$ cat src/inc/mdt_pkg.sv
// Constants and types shared by the multimode down timer
package mdt_pkg;
  // Byte addresses of the timer registers in the core's data space
  localparam logic [7:0] ADDR_RELOAD_LOW  = 8'hAA;
  localparam logic [7:0] ADDR_RELOAD_HIGH = 8'hAB;
  localparam logic [7:0] ADDR_COUNT_LOW   = 8'hAC;
  localparam logic [7:0] ADDR_COUNT_HIGH  = 8'hAD;
  localparam logic [7:0] ADDR_CONTROL     = 8'hAE;
  // Reset values
  localparam logic [15:0] COUNT_RESET   = 16'hFFFF;
  localparam logic [15:0] RELOAD_RESET  = 16'h0000;
  localparam logic [7:0]  CONTROL_RESET = 8'h00;
  // Control field positions
  localparam int MODE_HI_BIT   = 7;
  localparam int MODE_MID_BIT  = 6;
  localparam int MODE_EDGE_BIT = 5;
  localparam int RUN_BIT       = 4;
  localparam int PEND_BIT      = 3;
  localparam int IRQ_EN_BIT    = 2;
  // Writable control bits; bits 1..0 read as zero
  localparam logic [7:0] CONTROL_MASK = 8'hFC;
  // Mode field values, bits 7..6 (bit 5 is edge or toggle)
  localparam logic [1:0] MODE_EVENT   = 2'h0;
  localparam logic [1:0] MODE_CAPTURE = 2'h1;
  localparam logic [1:0] MODE_PWM     = 2'h2;
  localparam logic [15:0] COUNT_ZERO  = 16'h0000;
  localparam logic [15:0] COUNT_ONE   = 16'h0001;

  typedef enum logic [1:0] {
    MDT_EVENT,
    MDT_CAPTURE,
    MDT_PWM,
    MDT_UNUSED
  } mdt_mode_e;
endpackage

$ cat src/hdl/mdt_timer.sv
// Multimode 16-bit down timer with byte-wide register access
// How it works
// - Running counter decrements once per timer tick
// - Reset: count FFFF, reload 0000, control 00
// - Bit 4 runs counter outside capture mode
// - Underflow in PWM/event reloads from reload register
// - Pending bit 3 set on underflow or capture
// - Bit 2 enables the timer interrupt
// - Interrupt needs timer and global enable
// - Interrupt only on flag going clear to set
// - Bits 7..6 choose event, PWM or capture
// - Instruction clock ticks, pin edges in event mode
// - Capture mode: bit 4 is underflow flag
// - PWM toggle mode inverts pin each underflow
// - Timer pin shares the general I/O pin
// - Interrupt source follows the selected mode
// - Sixteen-bit registers accessed as byte pairs
// - Capture copies count on selected edge
// - Capture mode counts continuously on instruction clock
// - Pin levels need two clocks, quarter-rate max
module mdt_timer
  import mdt_pkg::*;
(
  input  wire logic       CORE_CLK_I,
  input  wire logic       RESET_I,
  input  wire logic [7:0] ADDR_I,
  input  wire logic [7:0] WDATA_I,
  input  wire logic       WR_I,
  input  wire logic       RD_I,
  output logic      [7:0] RDATA_O,
  input  wire logic       GLOBAL_IRQ_EN_I,
  output logic            TIMER_IRQ_O,
  input  wire logic       SHARED_IO_PIN_I,
  input  wire logic       GPIO_OUT_I,
  input  wire logic       GPIO_OE_N_I,
  input  wire logic       GPIO_DATA_WR_I,
  output logic            SHARED_IO_PIN_O,
  output logic            SHARED_IO_PIN_OE_N_O
);
  import mdt_pkg::*;

  typedef struct packed {
    logic [15:0] count;
    logic [15:0] reload;
    logic [7:0]  control;
    logic [2:0]  pin_sync;
    logic        pin_prev;
    logic        pin_out;
    logic [7:0]  rdata;
    logic        irq;
  } mdt_state_s;

  mdt_state_s state_r;
  mdt_state_s state_nxt;

  // Decode the mode field once for the whole block
  function automatic mdt_mode_e decode_mode(input logic [7:0] ctl);
    mdt_mode_e m;
    m = MDT_UNUSED;
    // Mode field decode; bit 5 is edge or toggle
    case (ctl[MODE_HI_BIT:MODE_MID_BIT])
      MODE_EVENT:
      begin
        m = MDT_EVENT;
      end
      MODE_CAPTURE:
      begin
        m = MDT_CAPTURE;
      end
      MODE_PWM:
      begin
        m = MDT_PWM;
      end
      default:
      begin
        // 11x is unused: stop and flag nothing
        m = MDT_UNUSED;
      end
    endcase
    return m;
  endfunction

  // Register select decoded from the byte address
  typedef enum logic [2:0] {
    SEL_NONE,
    SEL_RELOAD_LOW,
    SEL_RELOAD_HIGH,
    SEL_COUNT_LOW,
    SEL_COUNT_HIGH,
    SEL_CONTROL
  } mdt_sel_e;

  // One address decode shared by reads and writes
  function automatic mdt_sel_e decode_addr(input logic [7:0] addr);
    mdt_sel_e s;
    s = SEL_NONE;
    if (addr == ADDR_RELOAD_LOW)
    begin
      s = SEL_RELOAD_LOW;
    end
    else if (addr == ADDR_RELOAD_HIGH)
    begin
      s = SEL_RELOAD_HIGH;
    end
    else if (addr == ADDR_COUNT_LOW)
    begin
      s = SEL_COUNT_LOW;
    end
    else if (addr == ADDR_COUNT_HIGH)
    begin
      s = SEL_COUNT_HIGH;
    end
    else if (addr == ADDR_CONTROL)
    begin
      s = SEL_CONTROL;
    end
    return s;
  endfunction

  // Pin sampling and edge detection
  logic        pin_level;
  logic        pin_rise;
  logic        pin_fall;
  logic        edge_hit;

  // Counting
  mdt_mode_e   mode;
  logic        tick;
  logic        running;
  logic        underflow;
  logic [15:0] count_dec;

  // Bus and flags
  mdt_sel_e    wr_sel;
  mdt_sel_e    rd_sel;
  logic        count_wr;
  logic [7:0]  ctl_new;
  logic        pend_set;
  logic        uflag_set;
  logic        irq_rise;
  logic        irq_allow;

  always_comb
  begin
    state_nxt = state_r;
    mode      = decode_mode(state_r.control);
    // Strobes qualify the shared address decode
    wr_sel    = WR_I ? decode_addr(ADDR_I) : SEL_NONE;
    rd_sel    = RD_I ? decode_addr(ADDR_I) : SEL_NONE;
    count_wr  = (wr_sel == SEL_COUNT_LOW) ||
                (wr_sel == SEL_COUNT_HIGH);
    // Stable once second and third stages agree
    pin_level = state_r.pin_prev;
    if (state_r.pin_sync[1] == state_r.pin_sync[2])
    begin
      pin_level = state_r.pin_sync[2];
    end
    // One tick per selected edge, quarter clock rate max
    pin_rise  = pin_level & ~state_r.pin_prev;
    pin_fall  = ~pin_level & state_r.pin_prev;
    edge_hit  = state_r.control[MODE_EDGE_BIT] ? pin_fall : pin_rise;
    state_nxt.pin_sync = {state_r.pin_sync[1:0], SHARED_IO_PIN_I};
    state_nxt.pin_prev = pin_level;

    tick = 1'b0;
    case (mode)
      MDT_EVENT:
      begin
        // Selected pin edges only
        tick = edge_hit;
      end
      MDT_CAPTURE:
      begin
        // Free-running on every clock
        tick = 1'b1;
      end
      MDT_PWM:
      begin
        tick = 1'b1;
      end
      default:
      begin
        // Unused modes hold the count
        tick = 1'b0;
      end
    endcase
    // Run bit gates counting; capture always runs
    running   = (mode == MDT_CAPTURE) || state_r.control[RUN_BIT];
    underflow = running && tick && (state_r.count == COUNT_ZERO);
    count_dec = state_r.count - COUNT_ONE;

    // Register writes, byte at a time
    ctl_new = state_r.control;
    if (WR_I)
    begin
      if (wr_sel == SEL_RELOAD_LOW)
      begin
        state_nxt.reload[7:0] = WDATA_I;
      end
      else if (wr_sel == SEL_RELOAD_HIGH)
      begin
        state_nxt.reload[15:8] = WDATA_I;
      end
      else if (wr_sel == SEL_COUNT_LOW)
      begin
        state_nxt.count[7:0] = WDATA_I;
      end
      else if (wr_sel == SEL_COUNT_HIGH)
      begin
        state_nxt.count[15:8] = WDATA_I;
      end
      else if (wr_sel == SEL_CONTROL)
      begin
        // Control bits 1..0 are not stored
        ctl_new = WDATA_I & CONTROL_MASK;
      end
    end

    // Counter; a software write to the count wins over a tick
    if (running && tick && !count_wr)
    begin
      // Reload on underflow in PWM and event modes
      if (underflow && mode != MDT_CAPTURE)
      begin
        state_nxt.count = state_r.reload;
      end
      else
      begin
        state_nxt.count = count_dec;
      end
    end

    // Capture copies count, takes priority over writes
    if (mode == MDT_CAPTURE && edge_hit)
    begin
      state_nxt.reload = state_r.count;
    end

    // Flag sources per mode; set wins over a clear
    pend_set  = 1'b0;
    if (mode == MDT_CAPTURE)
    begin
      pend_set = edge_hit;
    end
    else if (mode != MDT_UNUSED)
    begin
      pend_set = underflow;
    end
    uflag_set = (mode == MDT_CAPTURE) && underflow;
    if (pend_set)
    begin
      ctl_new[PEND_BIT] = 1'b1;
    end
    if (uflag_set)
    begin
      ctl_new[RUN_BIT] = 1'b1;
    end
    state_nxt.control = ctl_new;

    // Toggle pin on underflow in PWM toggle mode
    if (GPIO_DATA_WR_I)
    begin
      state_nxt.pin_out = GPIO_OUT_I;
    end
    else if (underflow && mode == MDT_PWM &&
             state_r.control[MODE_EDGE_BIT])
    begin
      state_nxt.pin_out = ~state_r.pin_out;
    end

    // Only a clear-to-set flag edge raises a request
    irq_rise  = (pend_set && !state_r.control[PEND_BIT]) ||
                (uflag_set && !state_r.control[RUN_BIT]);
    // Timer and global enables both needed
    irq_allow = state_r.control[IRQ_EN_BIT] && GLOBAL_IRQ_EN_I;
    state_nxt.irq = irq_allow && irq_rise;

    // Read data; unmapped addresses return zero
    // Registered, so a read answers one cycle late and tears 16 bits
    state_nxt.rdata = 8'h00;
    if (RD_I)
    begin
      if (rd_sel == SEL_RELOAD_LOW)
      begin
        state_nxt.rdata = state_r.reload[7:0];
      end
      else if (rd_sel == SEL_RELOAD_HIGH)
      begin
        state_nxt.rdata = state_r.reload[15:8];
      end
      else if (rd_sel == SEL_COUNT_LOW)
      begin
        state_nxt.rdata = state_r.count[7:0];
      end
      else if (rd_sel == SEL_COUNT_HIGH)
      begin
        state_nxt.rdata = state_r.count[15:8];
      end
      else if (rd_sel == SEL_CONTROL)
      begin
        state_nxt.rdata = state_r.control;
      end
    end
  end

  always_ff @(posedge CORE_CLK_I or posedge RESET_I)
  begin
    if (RESET_I)
    begin
      state_r.count    <= COUNT_RESET;
      state_r.reload   <= RELOAD_RESET;
      state_r.control  <= CONTROL_RESET;
      // Sampler idles high like the pin pull-up: no false edge
      state_r.pin_sync <= 3'h7;
      state_r.pin_prev <= 1'b1;
      state_r.pin_out  <= 1'b0;
      state_r.rdata    <= 8'h00;
      state_r.irq      <= 1'b0;
    end
    else
    begin
      state_r <= state_nxt;
    end
  end

  // Data outputs straight from flops
  assign RDATA_O     = state_r.rdata;
  assign TIMER_IRQ_O = state_r.irq;
  // Pin direction owned by the I/O port setting
  assign SHARED_IO_PIN_O      = state_r.pin_out;
  assign SHARED_IO_PIN_OE_N_O = GPIO_OE_N_I;
endmodule

$ cat config.mk
export PLATFORM = sky130hd
export DESIGN_NAME = mdt_timer
export DESIGN_NICKNAME = d
export VERILOG_FILES = /design/src/inc/mdt_pkg.sv /design/src/hdl/mdt_timer.sv
export SDC_FILE = /design/constraint.sdc
export NUM_CORES = 1
export LEC_CHECK = 0
export BUFFER_PORTS_ARGS = -buffer_cell sky130_fd_sc_hd__buf_2
export CAP_MARGIN = 40
export CORE_ASPECT_RATIO = 0.7
export CORE_MARGIN = 1
export CORE_UTILIZATION = 55
export DETAILED_ROUTE_END_ITERATION = 12
export HOLD_SLACK_MARGIN = 0.15
export MAX_ROUTING_LAYER = met4
export PLACE_DENSITY = 0.76
export SLEW_MARGIN = 0
export SYNTH_ARGS = -nofsm -noshare
export SYNTH_HDL_FRONTEND = slang
export SYNTH_SLANG_ARGS = --single-unit
$ cat constraint.sdc
create_clock -name CORE_CLK_I -period 2.4 [get_ports CORE_CLK_I]
set_input_delay 0.24 -clock CORE_CLK_I [delete_from_list [all_inputs] [get_ports CORE_CLK_I]]
set_output_delay 0.24 -clock CORE_CLK_I [all_outputs]
set_load 0.05 [all_outputs]
Word-level counts from Yosys, hierarchy flattened --
Cells that the tools add are included.
Storage, ports and cells: bits in registers 52, bits of input ports 25, logic and storage cells 136
Operators by class: add/subtract/negate cells 1, equal/unequal tests 34, mux-type cells 40, bitwise logic cells 9, reduce and logical (&&, ||, !) cells 40
Operator list (number):
- $mux W8 | 11
- $mux W16 | 4
- $eq A8 B8 Y1 const B | 5
- $mux W32 | 1
- $mux W5 | 6
- $mux W24 | 1
- $reduce_bool A2 Y1 | 11
- $mux W3 | 7
- $ne A2 B2 Y1 const B | 9
- $reduce_and A6 Y1 | 3
- $logic_not A16 Y1 | 1
- $sub A16 B1 Y16 const B | 1
- $eq A3 B2 Y1 const B | 4
- $eq A3 B3 Y1 const B | 4
- $logic_and A1 B1 Y1 | 12
- $ne A2 B1 Y1 const B | 5
- $mux W1 | 8
- $not A1 Y1 | 7
- $eq A3 B1 Y1 const B | 2
- $pmux W2 S3 | 1
- $reduce_and A5 Y1 | 1
- $eq A2 B1 Y1 const B | 2
- $eq A2 B2 Y1 const B | 2
- $logic_not A2 Y1 | 2
- other kinds (9) | 14

Depth between registers and ports, before layout --
Gate-level depths: netlist of the first run.
depth after elaboration 15, gate-level depth with buffers 9, mapped depth without buffers 7

Worst setup path before layout of the first run --
Ideal clock, no wire load.
path kind register to register, from register state_r[38] in the netlist's numbering, to register state_r[43] in the netlist's numbering, setup time 0.083 ns, data arrival time 2.129 ns, required time 2.317 ns, setup slack 0.188 ns, stages on the path, launching flop included 9, buffers on the path 2, period minus slack after synthesis 2.212 ns, cell sequence dfstp_2 > inv_1 > ha_1 > nor4b_4 > nand3_2 > or4_1 > buf_2 > buf_6 > o311a_1
Between the ends: cells in the longest elaborated chain, start to end 5
RTL lines:
- start, declared | line mdt_timer.sv:53 | mdt_state_s state_r;
- start signal, assigned | line mdt_timer.sv:322 | state_r <= state_nxt;
- branches (longest 3 deep; another with $sub A16 B1 Y16)
- $mux W16 (*) | line mdt_timer.sv:223 | if (underflow && mode != MDT_CAPTURE)
- $mux W16 (*) | line mdt_timer.sv:220 | if (running && tick && !count_wr)
Mark *: on every way between the ends. A chain may end at the register's enable or synchronous reset.

Final worst setup path of the first run --
from register state_r[21] in the netlist's numbering, to register state_r[48] in the netlist's numbering
Between the ends: cells in the longest elaborated chain, start to end 10
RTL lines:
- $eq A2 B2 Y1 (tied with other cells) | line mdt_timer.sv:61 | case (ctl[MODE_HI_BIT:MODE_MID_BIT])
- $pmux W2 S3 (*) | line mdt_timer.sv:61
- branches (longest 8 deep; another with $reduce_and A5 Y1)
Marks and branches as above.

==> results of run 1 <==
layout by cell type (no fill, tap or decap), types with 2 or more instances in the layout:
cell / synthesis / layout
a21oi_1: 25 / 25
a22oi_1: 8 / 8
and4bb_2: 2 / 2
buf_12: 0 / 2
buf_2: 4 / 33
buf_4: 10 / 18
clkbuf_8: 0 / 6
dfrtp_1: 32 / 32
dfstp_2: 20 / 20
dlygate4sd3_1: 0 / 3
ha_1: 5 / 5
inv_1: 15 / 14
mux2_2: 4 / 4
mux2i_1: 27 / 27
nand2_1: 38 / 38
nand2b_1: 2 / 2
nand3_1: 13 / 13
nand3b_1: 2 / 2
nand4_1: 3 / 3
nor2_1: 29 / 29
nor2b_1: 2 / 2
nor3_1: 12 / 12
nor4_1: 9 / 8
nor4_2: 2 / 3
o211ai_1: 4 / 4
o21ai_0: 12 / 12
o22ai_1: 6 / 6
o311a_1: 6 / 6
o311ai_0: 3 / 3
o31a_1: 2 / 2
or2_2: 2 / 2
xnor2_1: 4 / 4
xor2_1: 5 / 5
synth_stat cells (9+ instances only):
cell,number
a21oi_1,25
buf_4,10
clkbuf_1,13
dfrtp_1,32
dfstp_2,20
inv_1,15
mux2i_1,27
nand2_1,38
nand3_1,13
nor2_1,29
nor3_1,12
nor4_1,9
o21ai_0,12
metal layers:
layer	vias to the layer above	wire length (um)
met5	-	0
met4	0	147
met3	18	951
met2	164	3647
met1	1347	4044
li1	1321	-
registers in the layout, summed over array words and instances (netlist names):
register / flops
state_r: 40
RDATA_O: 8
state_nxt: 2
SHARED_IO_PIN_O: 1
TIMER_IRQ_O: 1
power groups by stage:
stage / clock [W] / combinational, W / sequential [W]
global placement: 0 / 0.000613 / 0.00130
floorplan: 0 / 0.000544 / 0.00120
finish: 0.000542 / 0.000651 / 0.00131
CTS: 0.000543 / 0.000643 / 0.00130
detailed placement: 0 / 0.000633 / 0.00131
global route: 0.000582 / 0.000718 / 0.00132
metrics by stage:
step           setup WS [ps]  cell area (um^2)  hold WS [ps]
4_1_cts                53.40              3580         152.5
2_1_floorplan          187.8              3204         244.5
3_5_place_dp           92.22              3456         347.2
6_report               60.99              3587         146.8
3_3_place_gp           147.3              3456         346.0
5_1_grt                13.27              3587         174.8
layout make-up:
cell class / instances / area (um^2)
Multi-Input combinational cell: 250 / 1650
Tap cell: 72 / 90.09
Timing Repair Buffer: 56 / 370.4
Clock buffer: 7 / 86.33
Clock inverter: 1 / 7.507
Inverter: 15 / 56.30
Fill cell: 448 / 1836
Sequential cell: 52 / 1326
worst min path at each step:
stage                            startpoint                          end  slack [ps]  depth (start not counted)
floorplan                   SHARED_IO_PIN_I      state_nxt[12]$_DFF_PP1_         240                          0
global placement            SHARED_IO_PIN_I      state_nxt[12]$_DFF_PP1_         350                          1
detailed placement  state_nxt[12]$_DFF_PP1_      state_nxt[13]$_DFF_PP1_         350                          0
CTS                              GPIO_OUT_I  SHARED_IO_PIN_O$_DFFE_PP0P_         150                          3
global route                     GPIO_OUT_I  SHARED_IO_PIN_O$_DFFE_PP0P_         170                          3
finish                           GPIO_OUT_I  SHARED_IO_PIN_O$_DFFE_PP0P_         150                          3
worst max-delay path, delay by kind of cell (launching register included):
family | cells | cell delay [ps]
AO/OA/AOI/OAI | 3 | 880
adder cells (fa/ha/maj) | 1 | 320
buffers and inverters | 1 | 90
flip-flops | 1 | 440
AND/OR/NAND/NOR | 1 | 490
kinds of logic (layout without fill, tap and decap cells):
group	count (synthesis)	in the layout
AO/OA/AOI/OAI	79	79
XOR/XNOR	9	9
adder cells (fa/ha/maj)	6	6
buffers and inverters	46	79
flip-flops	52	52
multiplexers	31	31
AND/OR/NAND/NOR	125	125
repair_timing:
| action | 4_1_cts | 5_1_grt |
|---|---|---|
| hold buffers | 3 | 0 |
| setup buffers | 0 | 1 |
| endpoints found under the setup margin | 0 | 9 |
| endpoints found under the hold margin | 34 | 0 |
==> reports/qor.csv, run 1 <==
stage,metric,value,unit
status,outcome,finished clean,
global_route,GR Overflow Total,0,
yosys,Synth Area in Adders,2.265,%
timing,Final setup viols,0,
worst_setup_path,critical path required time,2570,ps
yosys,synth top area cells,"dfrtp_1 25%, dfstp_2 16%, mux2i_1 8.4%",
worst_setup_path,crit path cell chain,inv_1 -> ha_1 -> o22a_1 -> o311ai_0 -> or2_2 -> o41ai_1,
global_route,number of global-route vias before repair,2708,
yosys,area fraction in compound gates after synthesis,16.36,%
clock_tree,TritonCTS clock tree,yes,
cells_and_area,final core occ,66.15,%
routing,drt drc,0,
timing,final max-slew violation count,0,
floorplanning,height of the die,65.86,um
power,Cell Pwr Density,697.0,mW/mm^2
timing,hold violation count in the final report,0,
power,Max VDD drop,0.4388,mV
yosys,Post-Synth Simple-Gate Area,20.27,%
worst_setup_path,CP Data Arrival Time,2510,ps
power,Sequential Power Share,52.3,%
yosys,Syn Std Cell Area,0.003204,mm^2
cells_and_area,share of layout cells above drive strength 1,25.46,%
worst_setup_path,Setup Crit Path Kind,reg -> reg,
cells_and_area,Final nets,410,
yosys,multiplexer share of the synthesized area,9.840,%
worst_setup_path,terminus of the critical flop-to-flop path,state_r[48]$_DFFE_PP1P_,
yosys,net count after synthesis,378,
timing,Tcrit/Tclk final,97.46,%
floorplanning,# rows,22,
power,cell internal pwr,0.001631,W
worst_setup_path,crit path to,state_r[48]$_DFFE_PP1P_,
floorplanning,# IOs,36,
cells_and_area,Area Growth Syn to Fin,11.95,%
power,Tot Pwr,0.002500,W
power,net switching power,0.0008688,W
global_route,largest net degree at the start of global routing,53,
floorplanning,DIE AREA,0.006140,mm^2
clock_tree,PostCTS Resize Cnt,0,
power,sw frac,34.75,%
floorplanning,Starting Density,59.09,%
timing,Slew Limit Headroom,48.72,%
worst_setup_path,"setup slack, reg-to-reg",60,ps
worst_setup_path,Critical-path top delay cell,o41ai_1,
yosys,syn_area_per_cell,9.208,um^2
timing,Setup Skew,11.86,ps
routing,Via density,6.291,
worst_setup_path,Critical path origin,state_r[21]$_DFFE_PP0P_,
job,max_cap viols,0,
placed_design,placed insts,441,
yosys,largest family of logic cells by synthesized area,simple AND/OR/NAND/NOR gates,
power,Clock power frac,21.7,%
global_route,GR Layer Usage met1,46.57,%
yosys,Main synth FF type,dfrtp_1,
global_route,M3 GR Usage,6.552,%
cells_and_area,diodes inserted,0,
yosys,Netlist cell types,55,
worst_setup_path,r2r startpoint,state_r[21]$_DFFE_PP0P_,
power,Leak,1.504,nW
global_route,first-pass GRT wire length,14.26,mm
routing,DRT iter0 DRCs,341,
worst_setup_path,crit start category,flip-flop,
yosys,Post-synth EDFFs,0,
yosys,flop and latch count out of synthesis,52,
floorplanning,core area,0.005423,mm^2
min_path,Hold Path Class,in -> reg,
routing,via count,2850,
yosys,Synth top area share,24.99,%
global_route,Total GRT Usage,31.68,%
timing,Final min period,2339,ps
yosys,post-synthesis instance total,348,
worst_setup_path,CP max stage delay,500,ps
clock_tree,CTS H-tree depth,2,
timing,RSZ-0062 raised after global routing,false,
clock_tree,clock transition at the registers of the reported paths,90,ps
routing,DRT antenna net count,0,
cells_and_area,fin cells,453,
clock_tree,Clk Tree Root Cell,clkbuf_8,
yosys,Post-synth ARST share,100.0,%
placed_design,Final GP Congestion,0.9881,
timing,Setup TNS Final,0,ps
routing,"wirelength, routed",8.790,mm
worst_setup_path,FF-to-FF path depth,6,
global_route,initial antenna violation count,0,
routing,First-pass DRT Iterations,7,
clock_tree,CTS sink cnt,52,
yosys,XOR/XNOR Fraction of Synth Area,2.460,%
power,Comb power frac,26.0,%
yosys,Yosys top cell by area,dfrtp_1,
global_route,GR Layer Usage met2,44.03,%
routing,WL/cell,19.40,um
clock_tree,Clock Path Buffers,2,
floorplanning,Die Wd,93.23,um
placed_design,IO Port Bufs,33,
yosys,sequential area share after synthesis,41.39,%
placed_design,Post-DP HPWL,6.234,mm
worst_setup_path,CP Capture Type,flip-flop,
timing,worst slew pin tran,763.3,ps
global_route,busiest metal layer after global routing,met1,
yosys,Yosys warning count,0,
timing,FMAX,427.5,MHz
worst_setup_path,crit-path max FO,18,
clock_tree,clock latency on the worst-skew pair,310,ps
clock_tree,TritonCTS Buffers,5,
Note: power is estimated with default switching activity, not from simulation.
==> inputs of run 2 (changes only) <==
clock period = 2.3 ns   (was 2.4 ns; I/O delays follow)
==> run 2 against run 1 <==
Effect of this change: non-clock buffer count grew 9; fmax grew 5.5%; sequential cell count is the same; die area is the same; sequential share of layout area shrank 0.58 points; critical endpoint is now state_r[39]$_DFFE_PP1P_; combinational power grew 6.3%; critical path type unchanged; worst hold slack gained 45 ps; design area grew 1.6%; clock skew grew 1.5 ps; register-to-register slack gained 20 ps; critical path depth grew 1; final cell count grew 2.0%.
==> reports/qor.csv, run 2 (synthesized netlist as in run 1, its figures left out) <==
stage,metric,value,unit,change
timing,Setup TNS Final,0,ps,unchanged
timing,hold violation count in the final report,0,,unchanged
timing,"Worst Setup Slack, final",83.03,ps,+22.04 ps
timing,Final setup viols,0,,unchanged
routing,First-pass DRT Iterations,4,,-3
floorplanning,core area,0.005423,mm^2,unchanged
clock_tree,Clk Tree Root Cell,clkbuf_8,,
job,max_cap viols,0,,unchanged
clock_tree,clock latency on the worst-skew pair,320,ps,about the same
worst_setup_path,WP buf/inv,2,,+1
timing,Tcrit/Tclk final,96.39,%,-1.1 points
routing,drt drc,0,,unchanged
routing,DRT iter0 DRCs,234,,-31%
routing,"wirelength, routed",9.077,mm,+3.3%
clock_tree,clock transition at the registers of the reported paths,100,ps,about the same
status,outcome,finished clean,,
floorplanning,height of the die,65.86,um,unchanged
cells_and_area,share of layout cells above drive strength 1,27.18,%,+1.7 points
placed_design,Final GP Congestion,0.9604,,-2.8%
worst_setup_path,crit-path max FO,13,,-5
placed_design,IO Port Bufs,33,,unchanged
worst_setup_path,CP max stage delay,540,ps,+40 ps
cells_and_area,"Most flops, register",state_r,,
cells_and_area,fin cells,462,,+2.0%
cells_and_area,most frequent cells in the layout,"38 x nand2_1, 33 x buf_2, 32 x dfrtp_1",,
timing,Setup Skew,13.33,ps,+1.466 ps
floorplanning,DIE AREA,0.006140,mm^2,unchanged
cells_and_area,diodes inserted,0,,unchanged
power,Clock power frac,20.2,%,-1.5 points
power,Max VDD drop,0.4234,mV,-3.5%
power,Cell Pwr Density,716.0,mW/mm^2,+2.7%
global_route,initial antenna violation count,0,,unchanged
timing,FMAX,451.1,MHz,+5.5%
global_route,number of global-route vias before repair,2792,,+3.1%
global_route,GR Overflow Total,0,,unchanged
timing,Slew Limit Headroom,58.95,%,+10 points
routing,DRT antenna net count,0,,unchanged
clock_tree,CTS H-tree depth,2,,unchanged
cells_and_area,"most common cell after layout, fill and taps aside",nand2_1,,
placed_design,Placed Area,0.003476,mm^2,+0.58%
worst_setup_path,family with the most delay on the worst path,simple AND/OR/NAND/NOR gates,,
worst_setup_path,Critical-path top delay cell,or4_4,,
floorplanning,Die Wd,93.23,um,unchanged
worst_setup_path,crit path cell chain,inv_1 -> ha_4 -> nor4b_4 -> nand3_2 -> or4_4 -> buf_4 -> o311a_1,,
timing,Final min period,2217,ps,-122.0 ps
timing,final max-slew violation count,0,,unchanged
clock_tree,TritonCTS clock tree,yes,,
power,Leak,1.538,nW,+2.3%
worst_setup_path,Setup Crit Path Kind,reg -> reg,,
power,cell internal pwr,0.001693,W,+3.7%
worst_setup_path,crit start category,flip-flop,,
clock_tree,TritonCTS Buffers,5,,unchanged
worst_setup_path,CP Capture Type,flip-flop,,
clock_tree,Clock Path Buffers,2,,unchanged
placed_design,Post-Place Setup Slack,44.96,ps,-47.26 ps
power,sw frac,35.14,%,+0.39 points
cells_and_area,Final Instance Area,0.003645,mm^2,+1.6%
min_path,Hold Path Class,in -> reg,,
global_route,Total GRT Usage,33.00,%,+1.3 points
power,Comb power frac,26.5,%,+0.5 points
worst_setup_path,CP Data Arrival Time,2470,ps,-40 ps
floorplanning,Starting Density,59.09,%,unchanged
worst_setup_path,critical path required time,2550,ps,-20 ps
routing,Via density,6.279,,-0.19%
clock_tree,CTS sink cnt,52,,unchanged
placed_design,placed insts,447,,+1.4%
power,net switching power,0.0009171,W,+5.6%
placed_design,Post-DP HPWL,6.499,mm,+4.2%
timing,worst slew pin tran,610.2,ps,-153.1 ps
global_route,first-pass GRT wire length,14.55,mm,+2.1%
cells_and_area,Final nets,419,,+2.2%
cells_and_area,filler cell count,459,,+2.5%
cells_and_area,number of flip-flops in the largest register,40,,unchanged
global_route,largest net degree at the start of global routing,24,,-55%
routing,WL/cell,19.65,um,+1.3%
floorplanning,# IOs,36,,unchanged
routing,via count,2901,,+1.8%
floorplanning,# rows,22,,unchanged
cells_and_area,Area Growth Syn to Fin,13.74,%,
power,Sequential Power Share,53.3,%,+1.0 points
[run 2: metrics by stage]
stage / util (%) / hold WS (ps) / power [W]
2_1_floorplan: - / 234.5 / 0.001817
3_3_place_gp: 64.10 / 274.1 / 0.001999
3_5_place_dp: 64.10 / 282.2 / 0.002037
4_1_cts: 66.59 / 189.5 / 0.002572
5_1_grt: 67.21 / 203.3 / 0.002747
6_report: 67.21 / 191.8 / 0.002610
[run 2: final timing paths]
check | to | slack (ps) | from | depth (start not counted)
worst max-delay path | state_r[39]$_DFFE_PP1P_ | 80 | state_r[38]$_DFFE_PP1P_ | 7
worst min-delay path | state_r[46]$_DFFE_PP1P_ | 190 | WDATA_I[0] | 3
worst max register to register | state_r[39]$_DFFE_PP1P_ | 80 | state_r[38]$_DFFE_PP1P_ | 7
worst min register to register | state_nxt[13]$_DFF_PP1_ | 360 | state_nxt[12]$_DFF_PP1_ | 0
max in group asynchronous | state_r[51]$_DFFE_PP1P_ | 1130 | RESET_I | 4
min in group asynchronous | TIMER_IRQ_O$_DFF_PP0_ | 480 | RESET_I | 3
[run 2: area by class of cell]
type / instances / area, um^2 / share of cell area [%]
sequential: 52 / 1326 / 36.39
tap: 72 / 90.09 / 2.472
multi-input combinational: 250 / 1669 / 45.79
clock buffer: 6 / 72.57 / 1.991
inverter: 15 / 56.30 / 1.545
timing repair buffer: 65 / 417.9 / 11.47
clock inverter: 2 / 12.51 / 0.3433
[run 2: power by group through the flow]
stage | combinational (W) | clock, W | sequential (W)
2_1_floorplan | 0.000568 | 0 | 0.00125
3_3_place_gp | 0.000619 | 0 | 0.00138
3_5_place_dp | 0.000644 | 0 | 0.00139
4_1_cts | 0.000656 | 0.000537 | 0.00138
5_1_grt | 0.000773 | 0.000565 | 0.00141
6_report | 0.000692 | 0.000527 | 0.00139
[run 2: what timing repair did]
item                                    in CTS  in global routing
gates resized for setup                      0                  6
setup buffers                                0                  2
hold buffers                                 5                  0
endpoints found under the setup margin       0                 14
hold endpoints to repair                    19                  0
[run 2: per-layer routing]
layer | routed length [um] | vias up | track usage [%]
li1 | - | 1340 | -
met4 | 221 | 0 | 12.50
met3 | 995 | 22 | 10.11
met5 | 0 | - | -
met1 | 4072 | 1372 | 45.19
met2 | 3788 | 167 | 45.86
[run 2: tightest hold or removal path: cells and delay by family]
family | cells | cell delay, ps
and+or+nand+nor | 2 | 150
buffers and inverters | 1 | 130
